==> src/rtl/dcag_pkg.sv <==
// Package for the DMA channel address generator
package dcag_pkg;
  // ----------------------------------------
  // Bus and address widths
  // ----------------------------------------
  localparam int ADDR_W = 32;
  localparam int DATA_W = 32;
  localparam int MADDR_W = 24;
  localparam int OFFS_W = 12;
  localparam int CNT_W = 14;

  // ----------------------------------------
  // Register byte offsets
  // ----------------------------------------
  localparam logic [7:0] CTRL_OFF = 8'h00;
  localparam logic [7:0] STA_OFF = 8'h04;
  localparam logic [7:0] STB_OFF = 8'h08;
  localparam logic [7:0] PAD_OFF = 8'h0c;
  localparam logic [7:0] CNT_OFF = 8'h10;
  localparam logic [7:0] STAT_OFF = 8'h14;
  localparam logic [7:0] IRQST_OFF = 8'h18;
  localparam logic [7:0] IRQMSK_OFF = 8'h1c;

  // ----------------------------------------
  // Control register fields
  // ----------------------------------------
  localparam int CTL_EN_BIT = 15;
  localparam int CTL_SIZE_BIT = 14;
  localparam int CTL_DIR_BIT = 13;
  localparam int CTL_HALF_BIT = 12;
  localparam int CTL_AM_LO = 4;
  localparam int CTL_AM_HI = 5;
  localparam int CTL_MODE_LO = 0;
  localparam int CTL_MODE_HI = 1;
  localparam logic [15:0] CTL_RST = 16'h0000;

  // ----------------------------------------
  // Modes and steps
  // ----------------------------------------
  typedef enum logic [1:0] {
    DCAG_AM_POSTINC = 2'h0,
    DCAG_AM_FIXED   = 2'h1,
    DCAG_AM_PIA     = 2'h2,
    DCAG_AM_PIA2    = 2'h3
  } dcag_am_e;
  localparam logic [MADDR_W-1:0] STEP_WORD = 24'h000002;
  localparam logic [MADDR_W-1:0] STEP_BYTE = 24'h000001;

  // Interrupt status bits
  localparam int IRQ_DONE_BIT = 0;
  localparam int IRQ_HALF_BIT = 1;
  localparam logic [1:0] IRQ_RST = 2'h0;

  localparam logic [1:0] RESP_OKAY = 2'h0;
  localparam logic [1:0] RESP_SLVERR = 2'h2;
endpackage

==> src/rtl/dcag_addr_reg.sv <==
// Working address register with per-mode update
`timescale 1ns/1ns
module dcag_addr_reg
  import dcag_pkg::*;
(
  input  wire logic               aclk,
  input  wire logic               aresetn,
  input  wire logic               load,
  input  wire logic [MADDR_W-1:0] load_val,
  input  wire logic               step,
  input  wire logic [1:0]         am,
  input  wire logic               byte_size,
  output logic      [MADDR_W-1:0] addr
);
  logic [MADDR_W-1:0] addr_reg;
  logic [MADDR_W-1:0] addr_next;
  wire  [MADDR_W-1:0] step_amt = byte_size ? STEP_BYTE : STEP_WORD;
  // Fixed and indirect keep the base; only post-increment advances
  wire adv = step && (am == DCAG_AM_POSTINC);

  assign addr_next = load ? load_val :
                     adv  ? addr_reg + step_amt : addr_reg;
  assign addr = addr_reg;

  always_ff @(posedge aclk) begin
    if (!aresetn) begin
      addr_reg <= '0;
    end else begin
      addr_reg <= addr_next;
    end
  end

  a_fixed_hold: assert property (@(posedge aclk) disable iff (!aresetn)
    step && !load && am == DCAG_AM_FIXED |=> addr == $past(addr))
    else $error("fixed mode address moved");
endmodule

==> src/rtl/dcag_top.sv <==
// DMA channel memory-side address generator with AXI4-Lite registers
//
// Added by the designer: the register offsets and the AXI4-Lite interface to the registers.
`timescale 1ns/1ns
module dcag_top
  import dcag_pkg::*;
(
  input  wire logic               aclk,
  input  wire logic               aresetn,
  input  wire logic [ADDR_W-1:0]  s_axi_awaddr,
  input  wire logic               s_axi_awvalid,
  output logic                    s_axi_awready,
  input  wire logic [DATA_W-1:0]  s_axi_wdata,
  input  wire logic [3:0]         s_axi_wstrb,
  input  wire logic               s_axi_wvalid,
  output logic                    s_axi_wready,
  output logic [1:0]              s_axi_bresp,
  output logic                    s_axi_bvalid,
  input  wire logic               s_axi_bready,
  input  wire logic [ADDR_W-1:0]  s_axi_araddr,
  input  wire logic               s_axi_arvalid,
  output logic                    s_axi_arready,
  output logic [DATA_W-1:0]       s_axi_rdata,
  output logic [1:0]              s_axi_rresp,
  output logic                    s_axi_rvalid,
  input  wire logic               s_axi_rready,
  input  wire logic               req_valid,
  output logic                    req_ready,
  input  wire logic [OFFS_W-1:0]  req_offset,
  output logic                    xfer_valid,
  input  wire logic               xfer_ready,
  output logic [MADDR_W-1:0]      mem_addr,
  output logic [15:0]             periph_addr,
  output logic                    mem_write,
  output logic                    byte_xfer,
  output logic                    irq
);
  // ----------------------------------------
  // Register file
  // ----------------------------------------
  logic [15:0]        ctrl_reg;
  logic [MADDR_W-1:0] sta_reg;
  logic [MADDR_W-1:0] stb_reg;
  logic [15:0]        pad_reg;
  logic [CNT_W-1:0]   cnt_reg;
  logic [MADDR_W-1:0] last_reg;
  logic [1:0]         irqst_reg;
  logic [1:0]         irqmsk_reg;
  logic [CNT_W-1:0]   done_reg;
  logic               pp_reg;
  logic               busy_reg;
  logic [MADDR_W-1:0] base_reg;

  wire [1:0] am = ctrl_reg[CTL_AM_HI:CTL_AM_LO];
  wire [1:0] chmode = ctrl_reg[CTL_MODE_HI:CTL_MODE_LO];
  wire en = ctrl_reg[CTL_EN_BIT];
  wire pia = am[1];
  wire oneshot = chmode[0];
  wire pingpong = chmode[1];

  function automatic logic [DATA_W-1:0] wmerge(
    input logic [DATA_W-1:0] old,
    input logic [DATA_W-1:0] nw,
    input logic [3:0]        st);
    logic [DATA_W-1:0] r;
    r = old;
    for (int i = 0; i < 4; i++) begin
      if (st[i]) begin
        r[i*8 +: 8] = nw[i*8 +: 8];
      end
    end
    return r;
  endfunction

  function automatic logic [3:0] rsel(input logic [7:0] off);
    logic [3:0] k;
    k = 4'hf;
    unique case (off)
      CTRL_OFF:   k = 4'h0;
      STA_OFF:    k = 4'h1;
      STB_OFF:    k = 4'h2;
      PAD_OFF:    k = 4'h3;
      CNT_OFF:    k = 4'h4;
      STAT_OFF:   k = 4'h5;
      IRQST_OFF:  k = 4'h6;
      IRQMSK_OFF: k = 4'h7;
      default:    k = 4'hf;
    endcase
    return k;
  endfunction

  // ----------------------------------------
  // AXI4-Lite write path
  // ----------------------------------------
  logic              aw_have_reg;
  logic              w_have_reg;
  logic [7:0]        awa_reg;
  logic [DATA_W-1:0] wd_reg;
  logic [3:0]        ws_reg;
  logic              bvalid_reg;
  logic [1:0]        bresp_reg;

  assign s_axi_awready = !aw_have_reg && !bvalid_reg;
  assign s_axi_wready = !w_have_reg && !bvalid_reg;
  wire wr_go = aw_have_reg && w_have_reg && !bvalid_reg;
  wire [3:0] wsel = rsel(awa_reg);
  wire wr_ctrl = wr_go && wsel == 4'h0;
  wire wr_sta = wr_go && wsel == 4'h1;
  wire wr_stb = wr_go && wsel == 4'h2;
  wire wr_pad = wr_go && wsel == 4'h3;
  wire wr_cnt = wr_go && wsel == 4'h4;
  wire wr_ist = wr_go && wsel == 4'h6;
  wire wr_msk = wr_go && wsel == 4'h7;
  wire [DATA_W-1:0] ctrl_m = wmerge({16'h0000, ctrl_reg}, wd_reg, ws_reg);
  wire [DATA_W-1:0] sta_m = wmerge({8'h00, sta_reg}, wd_reg, ws_reg);
  wire [DATA_W-1:0] stb_m = wmerge({8'h00, stb_reg}, wd_reg, ws_reg);
  wire [DATA_W-1:0] pad_m = wmerge({16'h0000, pad_reg}, wd_reg, ws_reg);
  wire [DATA_W-1:0] cnt_m = wmerge({18'h00000, cnt_reg}, wd_reg, ws_reg);
  assign s_axi_bvalid = bvalid_reg;
  assign s_axi_bresp = bresp_reg;

  always_ff @(posedge aclk) begin
    if (!aresetn) begin
      aw_have_reg <= 1'b0;
      w_have_reg <= 1'b0;
      awa_reg <= 8'h00;
      wd_reg <= '0;
      ws_reg <= 4'h0;
      bvalid_reg <= 1'b0;
      bresp_reg <= RESP_OKAY;
    end else begin
      if (s_axi_awvalid && s_axi_awready) begin
        aw_have_reg <= 1'b1;
        awa_reg <= s_axi_awaddr[7:0];
      end
      if (s_axi_wvalid && s_axi_wready) begin
        w_have_reg <= 1'b1;
        wd_reg <= s_axi_wdata;
        ws_reg <= s_axi_wstrb;
      end
      if (wr_go) begin
        aw_have_reg <= 1'b0;
        w_have_reg <= 1'b0;
        bvalid_reg <= 1'b1;
        bresp_reg <= (wsel == 4'hf) ? RESP_SLVERR : RESP_OKAY;
      end else if (bvalid_reg && s_axi_bready) begin
        bvalid_reg <= 1'b0;
      end
    end
  end

  // ----------------------------------------
  // AXI4-Lite read path
  // ----------------------------------------
  logic              rvalid_reg;
  logic [DATA_W-1:0] rdata_reg;
  logic [1:0]        rresp_reg;
  assign s_axi_arready = !rvalid_reg;
  wire [3:0] rs = rsel(s_axi_araddr[7:0]);
  // Start-address reads show the last transfer address
  wire [DATA_W-1:0] rd_mux =
    rs == 4'h0 ? {16'h0000, ctrl_reg} :
    rs == 4'h1 ? {8'h00, last_reg} :
    rs == 4'h2 ? {8'h00, last_reg} :
    rs == 4'h3 ? {16'h0000, pad_reg} :
    rs == 4'h4 ? {18'h00000, cnt_reg} :
    rs == 4'h5 ? {16'h0000, pp_reg, busy_reg, done_reg} :
    rs == 4'h6 ? {30'h00000000, irqst_reg} :
    rs == 4'h7 ? {30'h00000000, irqmsk_reg} : '0;
  assign s_axi_rvalid = rvalid_reg;
  assign s_axi_rdata = rdata_reg;
  assign s_axi_rresp = rresp_reg;

  always_ff @(posedge aclk) begin
    if (!aresetn) begin
      rvalid_reg <= 1'b0;
      rdata_reg <= '0;
      rresp_reg <= RESP_OKAY;
    end else if (s_axi_arvalid && s_axi_arready) begin
      rvalid_reg <= 1'b1;
      rdata_reg <= rd_mux;
      rresp_reg <= (rs == 4'hf) ? RESP_SLVERR : RESP_OKAY;
    end else if (rvalid_reg && s_axi_rready) begin
      rvalid_reg <= 1'b0;
    end
  end

  // ----------------------------------------
  // Transfer sequencing
  // ----------------------------------------
  logic [OFFS_W-1:0] offs_reg;
  logic              pend_reg;
  logic [MADDR_W-1:0] waddr;
  assign req_ready = en && busy_reg && !pend_reg;
  wire take = req_valid && req_ready;
  wire fire = pend_reg && xfer_ready;
  wire last_x = done_reg == cnt_reg;
  // Odd element counts round the half point down
  wire [CNT_W-1:0] half_pt = CNT_W'((cnt_reg + 1'b1) >> 1) - 1'b1;
  wire [MADDR_W-1:0] sel_start = pp_reg ? stb_reg : sta_reg;
  wire [MADDR_W-1:0] offs_ext = {{(MADDR_W-OFFS_W){1'b0}}, req_offset};
  // Offset kept only in indirect mode; base assumed aligned by software
  wire [MADDR_W-1:0] cur_addr = pia ? (base_reg | offs_ext)
                                    : waddr;
  wire start = wr_ctrl && ctrl_m[CTL_EN_BIT] && !en;
  wire blk_new = fire && last_x && !oneshot;
  wire nxt_pp = pingpong ? !pp_reg : pp_reg;
  // Reload only on start or block end, so a mode change keeps the live address
  wire wl_load = start || blk_new;
  wire [MADDR_W-1:0] wl_val = start ? sta_reg : nxt_pp ? stb_reg : sta_reg;

  dcag_addr_reg u_addr (
    .aclk      (aclk),
    .aresetn   (aresetn),
    .load      (wl_load),
    .load_val  (wl_val),
    .step      (fire),
    .am        (am),
    .byte_size (ctrl_reg[CTL_SIZE_BIT]),
    .addr      (waddr)
  );

  assign xfer_valid = pend_reg;
  assign mem_addr = last_reg;
  assign periph_addr = pad_reg;
  assign mem_write = !ctrl_reg[CTL_DIR_BIT];
  assign byte_xfer = ctrl_reg[CTL_SIZE_BIT];
  wire ev_half = fire && ctrl_reg[CTL_HALF_BIT] && done_reg == half_pt;
  wire ev_done = fire && !ctrl_reg[CTL_HALF_BIT] && last_x;
  assign irq = |(irqst_reg & irqmsk_reg);

  always_ff @(posedge aclk) begin
    if (!aresetn) begin
      ctrl_reg <= CTL_RST;
      sta_reg <= '0;
      stb_reg <= '0;
      pad_reg <= 16'h0000;
      cnt_reg <= '0;
      irqmsk_reg <= IRQ_RST;
    end else begin
      if (wr_ctrl) ctrl_reg <= ctrl_m[15:0];
      else if (fire && last_x && oneshot) ctrl_reg[CTL_EN_BIT] <= 1'b0;
      if (wr_sta) sta_reg <= sta_m[MADDR_W-1:0];
      if (wr_stb) stb_reg <= stb_m[MADDR_W-1:0];
      if (wr_pad) pad_reg <= pad_m[15:0];
      if (wr_cnt) cnt_reg <= cnt_m[CNT_W-1:0];
      if (wr_msk) irqmsk_reg <= wd_reg[1:0];
    end
  end

  always_ff @(posedge aclk) begin
    if (!aresetn) begin
      offs_reg <= '0;
      pend_reg <= 1'b0;
      last_reg <= '0;
    end else begin
      if (take) offs_reg <= req_offset;
      if (take) pend_reg <= 1'b1;
      else if (fire) pend_reg <= 1'b0;
      if (take) last_reg <= cur_addr;
    end
  end

  always_ff @(posedge aclk) begin
    if (!aresetn) begin
      busy_reg <= 1'b0;
      done_reg <= '0;
      pp_reg <= 1'b0;
      base_reg <= '0;
      irqst_reg <= IRQ_RST;
    end else begin
      if (start) begin
        busy_reg <= 1'b1;
        done_reg <= '0;
        pp_reg <= 1'b0;
        base_reg <= sta_reg;
      end else if (wr_ctrl && !ctrl_m[CTL_EN_BIT]) begin
        busy_reg <= 1'b0;
      end else if (fire) begin
        done_reg <= last_x ? '0 : done_reg + 1'b1;
        if (last_x && oneshot) busy_reg <= 1'b0;
        if (last_x) pp_reg <= nxt_pp;
        if (last_x) base_reg <= nxt_pp ? stb_reg : sta_reg;
      end
      // Set wins over a simultaneous write-one clear
      irqst_reg <= (irqst_reg & ~(wr_ist ? wd_reg[1:0] : 2'h0))
                   | {ev_half, ev_done};
    end
  end

  // ----------------------------------------
  // Checks
  // ----------------------------------------
  a_pia_or_addr: assert property (@(posedge aclk) disable iff (!aresetn)
    take && pia |=> mem_addr == (base_reg | {{(MADDR_W-OFFS_W){1'b0}},
                                  $past(req_offset)}))
    else $error("indirect address not base OR offset");
  a_offs_ignore: assert property (@(posedge aclk) disable iff (!aresetn)
    take && !pia |=> mem_addr == $past(waddr))
    else $error("offset used outside indirect mode");
  a_post_step: assert property (@(posedge aclk) disable iff (!aresetn)
    fire && am == DCAG_AM_POSTINC && !wl_load && !byte_xfer
      |=> waddr == $past(waddr) + STEP_WORD)
    else $error("word step not two");
  a_reset_mode: assert property (@(posedge aclk)
    !aresetn |=> am == DCAG_AM_POSTINC)
    else $error("mode after reset not post-increment");
  a_offs_capture: assert property (@(posedge aclk) disable iff (!aresetn)
    take |=> offs_reg == $past(req_offset) && xfer_valid)
    else $error("offset not captured on accept");
  a_dir_map: assert property (@(posedge aclk) disable iff (!aresetn)
    mem_write == !ctrl_reg[CTL_DIR_BIT])
    else $error("direction mapping wrong");
  a_done_irq: assert property (@(posedge aclk) disable iff (!aresetn)
    ev_done |=> irqst_reg[IRQ_DONE_BIT])
    else $error("done flag not set");
  a_start_load: assert property (@(posedge aclk) disable iff (!aresetn)
    start |=> waddr == $past(sta_reg))
    else $error("working address not loaded");
  c_pia_xfer: cover property (@(posedge aclk) take && pia ##[1:4] fire);
  c_fixed_xfer: cover property (@(posedge aclk)
    fire && am == DCAG_AM_FIXED);
  c_block_end: cover property (@(posedge aclk) fire && last_x);
endmodule

==> config.mk <==
export PLATFORM = sky130hd
export DESIGN_NAME = dcag_top
export DESIGN_NICKNAME = d
export VERILOG_FILES = /design/src/rtl/dcag_pkg.sv /design/src/rtl/dcag_addr_reg.sv /design/src/rtl/dcag_top.sv
export SDC_FILE = /design/constraint.sdc
export NUM_CORES = 1
export LEC_CHECK = 0
export BUFFER_PORTS_ARGS = -buffer_cell sky130_fd_sc_hd__buf_4
export CAP_MARGIN = 15
export CORE_MARGIN = 3
export CORE_UTILIZATION = 61
export CTS_CLUSTER_SIZE = 16
export DETAILED_ROUTE_END_ITERATION = 12
export PLACE_DENSITY = 0.82
export SLEW_MARGIN = 20
export SYNTH_ARGS = -nofsm -noshare
export SYNTH_HDL_FRONTEND = slang
export SYNTH_SLANG_ARGS = --single-unit
==> constraint.sdc <==
create_clock -name aclk -period 5.25 [get_ports aclk]
set_clock_uncertainty 0.15 [all_clocks]
set_input_delay 0.525 -clock aclk [delete_from_list [all_inputs] [get_ports aclk]]
set_output_delay 0.525 -clock aclk [all_outputs]
set_load 0.005 [all_outputs]
# After elaboration in Yosys (flattened, before gate mapping)
# Memories as Yosys holds them, arrays and structs flattened. A register that Yosys moved wholly into a read port is not among the register bits.
# Index checks and enable logic that the tools add are counted.
# op_classes
n_addsub	4
eq_ne	18
muxes	40
bitwise	7
reduce_logical	77
# ops
cell	n
24-bit 2-to-1 mux	12
16-bit 2-to-1 mux	3
1-bit logical AND	32
14-bit by 1-bit adder with 14-bit output, second input constant	2
14-bit equality test	2
4-bit by 3-bit equality test with 1-bit output, second input constant	7
2-bit AND reduction	14
24-bit adder	1
24-bit by 12-bit bitwise OR with 24-bit output	1
4-bit by 2-bit equality test with 1-bit output, second input constant	4
14-bit 2-to-1 mux	1
2-bit nonzero test	7
13-bit by 1-bit subtractor with 14-bit output, second input constant	1
1-bit 2-to-1 mux	13
2-bit 2-to-1 mux	6
1-bit zero test	11
5-bit 2-to-1 mux	2
4-bit by 1-bit equality test with 1-bit output, second input constant	2
4-bit equality test, second input constant	2
4-bit zero test	2
4-bit 2-to-1 mux	2
8-bit 2-to-1 mux	1
3-bit zero test	2
3-bit AND reduction	2
other kinds (9)	14
# totals
reg_bits	262
mem_bits_ro	256
input_bits	121
wordCells	180
mem_count	2
# mem_list
memory	depth	width	rd	rd_clocked_by_memory_dff	wr	line_no	source
(name not given)	32	4	1	0	0	dcag_top.sv:78	unique case (off)
(name not given)	32	4	1	1	0	dcag_top.sv:78	

# Logic depth before layout (Yosys ltp)
# Gate-level depths: netlist of run 1.
# depth
depth_word	11
depth_mapped	11

# By module
# A second synthesis of run 1 with hierarchy kept.
# unflattened
cells_unflattened	1472
area_unflattened_um2	12152.9
# modules_own_cells
mod	n_inst	cells_per_inst	area_per_inst_um2
dcag_top	1	1309	10772.8
dcag_addr_reg	1	163	1380.1

# Least setup slack after synthesis of run 1
# No wires, ideal clock.
# synth_path
kind	register to register
from	register cnt_reg[0]
to	register irqst_reg[1]
setup_ns	0.087
arrival_ns	2.080
setup_slack_ns	2.933
path_stages_with_launch	11
period_less_slack_ns	2.317
cell_sequence	dfxtp_1 ha_1 and3_1 buf_2 and4_1 buf_2 or3_1 a211oi_1 xnor2_1 o2111ai_1 o31ai_1
# synth_between
elab_chain_len	5
# synth_rtl
item	line_no	source
start: declaration	dcag_top.sv:45	logic [CNT_W-1:0] cnt_reg;
start signal: assignment	dcag_top.sv:246	if (wr_cnt) cnt_reg <= cnt_m[CNT_W-1:0];
14-bit by 1-bit adder with 14-bit output	dcag_top.sv:199	wire [CNT_W-1:0] half_pt = CNT_W'((cnt_reg + 1'b1) >> 1) - 1'b1;
13-bit by 1-bit subtractor with 14-bit output	dcag_top.sv:199	
14-bit equality test	dcag_top.sv:228	wire ev_half = fire && ctrl_reg[CTL_HALF_BIT] && done_reg == half_pt;
1-bit logical AND	dcag_top.sv:228	
2-bit bitwise OR	dcag_top.sv:287	| {ev_half, ev_done};
end signal: assignment	dcag_top.sv:286	irqst_reg <= (irqst_reg & ~(wr_ist ? wd_reg[1:0] : 2'h0))
end: declaration	dcag_top.sv:47	logic [1:0] irqst_reg;
# No other way between the ends.
# A chain may end at the register's enable or synchronous reset.

# Final worst setup path of run 1
# Ends and elaborated chain as after synthesis.

==> results.txt, run 1 <==
outcome: complete, no violations
placed cell areas: 13,380 µm²
Synth Area in Adders: 0.006632
ys async rst share: 0
Final setup viols: 0
Setup crit start: cnt_reg[0]$_SDFFE_PN0P_
Synth top area share: 0.4116
worst min path class: input port to register
die span in y: 148.9 µm
number of antenna violations at the first check in global routing: 0
Pleak: 6.084 nW
synth-to-layout area growth: 14.87%
setup tns final: 0 ns
# Post-CTS Setup Buffers: 0
Cell Area, Synth: 12,450 µm²
multiplexer share of the synthesized area: 0.06351
CTS tree: yes
1st-iter DRT viols: 1,348
Fmax: 305.8 MHz
pwr dens: 294.0 nW/µm²
Cell Count, Final, Fillers Out: 1,796
placed cell count: 1,748
Synth top cells by count: 306 x nand2_1, 256 x dfxtp_1, 119 x a21boi_0
layout cells sized above 1: 0.1398
Primary FF master, synth: dfxtp_1
period utilisation layout: 0.6228
post_cts resized: 0
clock sink total: 256
global-route wire length before repair: 55,120 µm
#FFs+latches synth: 256
unrepaired setup endpoints after global routing: no
total number of vias: 10,882
vias per cell: 6.059
worst slew pin tran: 1.091 ns
final worst setup slack: 1.980 ns
design area: 14,300 µm²
die width: 148.9 µm
pin count of the biggest net entering global routing: 107
Remaining DRCs: 0
PnR Total Power: 4.205 mW
Overflow after GRT: 0
xor-xnor portion of the synthesized cell area: 0.05417
Avg Cell Area, Syn: 8.610 µm²
final antenna-violating net count: 0
Max Fanout on Critical Path: 13
RR Startpoint: cnt_reg[0]$_SDFFE_PN0P_
root buffer cell: clkbuf_16
routability-driven placement congestion ratio: 0.9458
count leader, synth: nand2_1
Total Nets Final: 1,639
main combinational cell family by area after synthesis: simple AND/OR/NAND/NOR gates
first-pass detailed-route iteration total: 9
min Tclk post-route: 3.270 ns
Critical Path Sink Type: register
Cells after Synth: 1,446
pre-CTS WS: 2.046 ns
Setup CP Type: register to register
MaxCap Viol Count: 0
simple-gate share of the synthesized area: 0.2270
EDFF count, synth: 0
Clock Path Buffers: 3
Slew Viols, Final: 0
Peak supply drop: 0.2546 mV
Inserted Diodes: 0
Final Core Density: 0.7230
sequential share of the synthesized area: 0.4116
CP Launch Type: register
drt wl/cell: 19.48 µm
I/O pin count: 207
Buffers on Ports: 139
Row Count: 51
Core Footprint: 19,780 µm²
Hold Crit Start: s_axi_arvalid
Req. time, crit path: 5.52 ns
Synth area leaders: dfxtp_1 41%, nand2_1 9.2%, a21boi_0 7.2%, mux2i_1 5.6%, o211a_1 3.8%
Post-Route WL: 34,990 µm
CTS H-tree lvls: 1
Yosys cell types: 72
Die Area: 22,160 µm²
Yosys top cell by area: dfxtp_1
Final Hold Vio Count: 0
Worst Path Arrival: 3.54 ns
relative slew slack: 0.2712
number of global-route vias before repair: 9,931
Syn. warnings: 0
cts bufs inserted: 27
Compound-Gate Fraction of Synth Area: 0.1859
DP Wirelength: 24,300 µm
Clock Latency Late Sink: 0.54 ns
Clock Pin Slew Worst Setup and Hold Paths: 0.06 ns
Hold WS: 0.09016 ns
CTS Hold Bufs: 0
GRT Total Usage: 0.3073
Initial Utilization: 0.6294
-- power breakdown --
group	internal, mW	switching [mW]
Clock	1.18	0.776
Sequential	1.98	0.0511
Combinational	0.0992	0.117
Total	3.26	0.944
-- logic make-up (layout without fill, tap and decap cells) --
kind of cell | count (synthesis) | in the layout
mux | 76 | 76
fa+ha+maj | 6 | 6
xor+xnor | 77 | 77
flops | 256 | 256
compound gates | 299 | 299
other cells | 1 | 10
simple gates | 595 | 595
buf+inv | 136 | 212
-- area by class of cell --
| cell class | instances | area, µm² |
|---|---|---|
| clock inverters | 5 | 85.08 |
| clock buffers | 43 | 835.8 |
| fillers | 1564 | 5479 |
| well taps | 265 | 331.6 |
| inverters | 13 | 48.80 |
| multi-input cells | 1063 | 6743 |
| flip-flops and latches | 256 | 5125 |
| repair buffers | 151 | 1134 |
-- final timing paths --
kind / endpoint / slack [ns] / cells after the start
hold reg to reg: s_axi_rdata[17]$_SDFFE_PN0P_ / 0.30 / 2
hold / removal: s_axi_rvalid$_SDFFE_PN0P_ / 0.09 / 2
setup / recovery: irqst_reg[1]$_SDFF_PN0_ / 1.98 / 8
setup reg to reg: irqst_reg[1]$_SDFF_PN0_ / 1.98 / 8
-- worst max-delay path: stages (launching register included) --
cell and delay (ns):
dfxtp_1 0.61, ha_1 0.51, and3_1 0.42, and4_1 0.37, nor4_2 0.08, o21ai_0 0.34
mux2_1 0.37, o2111ai_1 0.21, o31ai_1 0.09
-- metal layers --
| layer | vias to the layer above | wire length [µm] | GRT usage |
|---|---|---|---|
| li1 | 5188 | - | - |
| met1 | 5122 | 15220 | 0.4535 |
| met2 | 513 | 15260 | 0.4699 |
| met3 | 59 | 3672 | 0.05530 |
| met4 | 0 | 832 | 0.07506 |
| met5 | - | 0 | 0 |
-- cell usage in the layout, fill, tap and decap left out, types with 25 or more instances in the layout --
cell type,instances
nand3_1,82
nand2_1,306
xor2_1,43
o21ai_0,25
nor2b_1,34
buf_4,151
a21boi_0,119
xnor2_1,34
o211a_1,47
dfxtp_1,256
nor2_1,43
clkbuf_16,27
and3_1,29
mux2i_1,70
(Power assumes the default switching activity.)
==> run 2, diff against run 1 <==
CORE_UTILIZATION = 51   (was 61)
PLACE_DENSITY = 0.73   (was 0.82)
clock period = 2.65 ns   (was 5.25 ns; I/O delays follow)
==> results.txt, run 2 (synthesized netlist as in run 1, its figures left out) <==
number of antenna violations at the first check in global routing: 0 (unchanged)
number of global-route vias before repair: 10,618 (+6.9%)
CP peak stage delay: 0.75 ns (+0.14 ns)
CTS tree: yes
die span in y: 162.2 µm (+9.0%)
routability-driven placement congestion ratio: 1.006 (+6.4%)
I/O pin count: 207 (unchanged)
Core Footprint: 23,750 µm² (+20%)
CP Launch Type: register
MaxCap Viol Count: 0 (unchanged)
final antenna-violating net count: 0 (unchanged)
clock sink total: 256 (unchanged)
drt wl/cell: 19.35 µm (-0.64%)
Hold WS: 0.09040 ns (+0.0002411 ns)
Slew Viols, Final: 0 (unchanged)
Final setup viols: 0 (unchanged)
Die Area: 26,320 µm² (+19%)
pre-CTS WS: -0.004545 ns (-2.050 ns)
pwr dens: 558.6 nW/µm² (+90%)
CP top delay family: simple AND/OR/NAND/NOR gates
min Tclk post-route: 2.526 ns (-0.7441 ns)
root buffer cell: clkbuf_16
Peak supply drop: 0.5075 mV (+99%)
Total Nets Final: 1,743 (+6.3%)
worst-path cell chain: nor4bb_2, and4b_1, and2_4, a21oi_2, mux2i_1, nand2_1, and3_1
register area: 5126 µm² (about the same)
Setup CP Type: register to register
PnR Total Power: 8.571 mW (+100%)
total number of vias: 11,310 (+3.9%)
Final Hold Vio Count: 0 (unchanged)
worst min path class: input port to register
synth-to-layout area growth: 23.22%
pin count of the biggest net entering global routing: 238 (+120%)
Req. time, crit path: 2.95 ns (-2.57 ns)
Worst Path Arrival: 2.82 ns (-0.72 ns)
Row Count: 56 (+9.8%)
unrepaired setup endpoints after global routing: no
Clock Latency Late Sink: 0.55 ns (about the same)
RR Startpoint: aw_have_reg$_SDFFE_PP0P_
die width: 162.2 µm (+9.0%)
Setup crit start: aw_have_reg$_SDFFE_PP0P_
global-route wire length before repair: 58,990 µm (+7.0%)
GRT Total Usage: 0.2789 (-0.02845)
Initial Utilization: 0.5242 (-0.1052)
Post-Route WL: 37,860 µm (+8.2%)
DP Wirelength: 26,270 µm (+8.1%)
1st-iter DRT viols: 1,248 (-7.4%)
Remaining DRCs: 0 (unchanged)
relative slew slack: 0.3660 (+0.09480)
number of fill cells in the layout: 2,002 (+28%)
layout cells sized above 1: 0.1759 (+0.03615)
most frequent cells in the layout: 306 x nand2_1, 255 x dfxtp_1, 211 x buf_4, 119 x a21boi_0, 82 x nand3_1
multi-input logic area: 6764 µm² (+0.32%)
worst slew pin tran: 0.9511 ns (-0.1398 ns)
outcome: complete, no violations
period utilisation layout: 0.9531 (+0.3303)
WP buf/inv: 0 (unchanged)
Clock Pin Slew Worst Setup and Hold Paths: 0.06 ns (about the same)
Clock Path Buffers: 3 (unchanged)
vias per cell: 5.782 (-4.6%)
Critical Path Sink Type: register
Hold Crit Start: req_offset[6]
Fmax: 395.9 MHz (+29%)
commonest non-fill, non-tap cell in the layout: nand2_1
final worst setup slack: 0.1243 ns (-1.856 ns)
Buffers on Ports: 139 (unchanged)
CTS H-tree lvls: 1 (unchanged)
Pleak: 6.618 nW (+8.8%)
Inserted Diodes: 0 (unchanged)
cts bufs inserted: 27 (unchanged)
setup tns final: 0 ns (unchanged)
Max Fanout on Critical Path: 12 (-1)
first-pass detailed-route iteration total: 7 (-2)
slowest CP cell: a21oi_2
Overflow after GRT: 0 (unchanged)
==> run 2: layer usage <==
metal  track usage  routed length (µm)
met1        0.3959               16780
met2        0.4433               16780
met3       0.04642                3343
met4       0.07096                 952
met5             0                   0
==> run 2: worst register-to-register path: cells and delay by family, from the launching register on <==
family,cells,cell delay [ns]
simple gates,5,0.85
compound gates,1,0.75
mux,1,0.38
flops,1,0.31
==> run 2: per-stage QoR <==
step / cells / utilization / cell area [µm²]
floorplan: 1455 / - / 12480
global placement: 1865 / 0.5875 / 13950
detailed placement: 1865 / 0.5875 / 13950
CTS: 1956 / 0.6451 / 15320
global route: 1956 / 0.6459 / 15340
finish: 1956 / 0.6459 / 15340
==> run 2: power breakdown <==
part | internal [mW] | switching, mW
Clock | 2.43 | 1.60
Combinational | 0.265 | 0.269
Sequential | 3.92 | 0.0897
Total | 6.61 | 1.96
==> run 2: final cells by class <==
class	instances	area share
Timing Repair Buffer	254	0.1333
Tap cell	319	0.02602
Clock inverter	10	0.009460
Sequential cell	256	0.3341
Clock buffer	40	0.05309
Multi-Input combinational cell	1064	0.4409
Inverter	13	0.003181
==> run 2: path summary, 6_finish.rpt <==
| kind | end | slack (ns) | depth (start not counted) |
|---|---|---|---|
| setup / recovery | u_addr.addr[10]$_SDFFE_PN0P_ | 0.12 | 7 |
| hold / removal | mem_addr[6]$_SDFFE_PN0P_ | 0.09 | 5 |
| setup reg to reg | u_addr.addr[10]$_SDFFE_PN0P_ | 0.12 | 7 |
| hold reg to reg | s_axi_rdata[17]$_SDFFE_PN0P_ | 0.31 | 2 |
==> run 2: repair_timing <==
action | CTS | global route
hold buffers | 40 | 0
gates resized for setup | 0 | 7
hold endpoints to repair | 40 | 0
buffers inserted | 0 | 0
endpoints found under the setup margin | 1 | 14
pin swaps | 1 | 0
gates cloned | 1 | 0
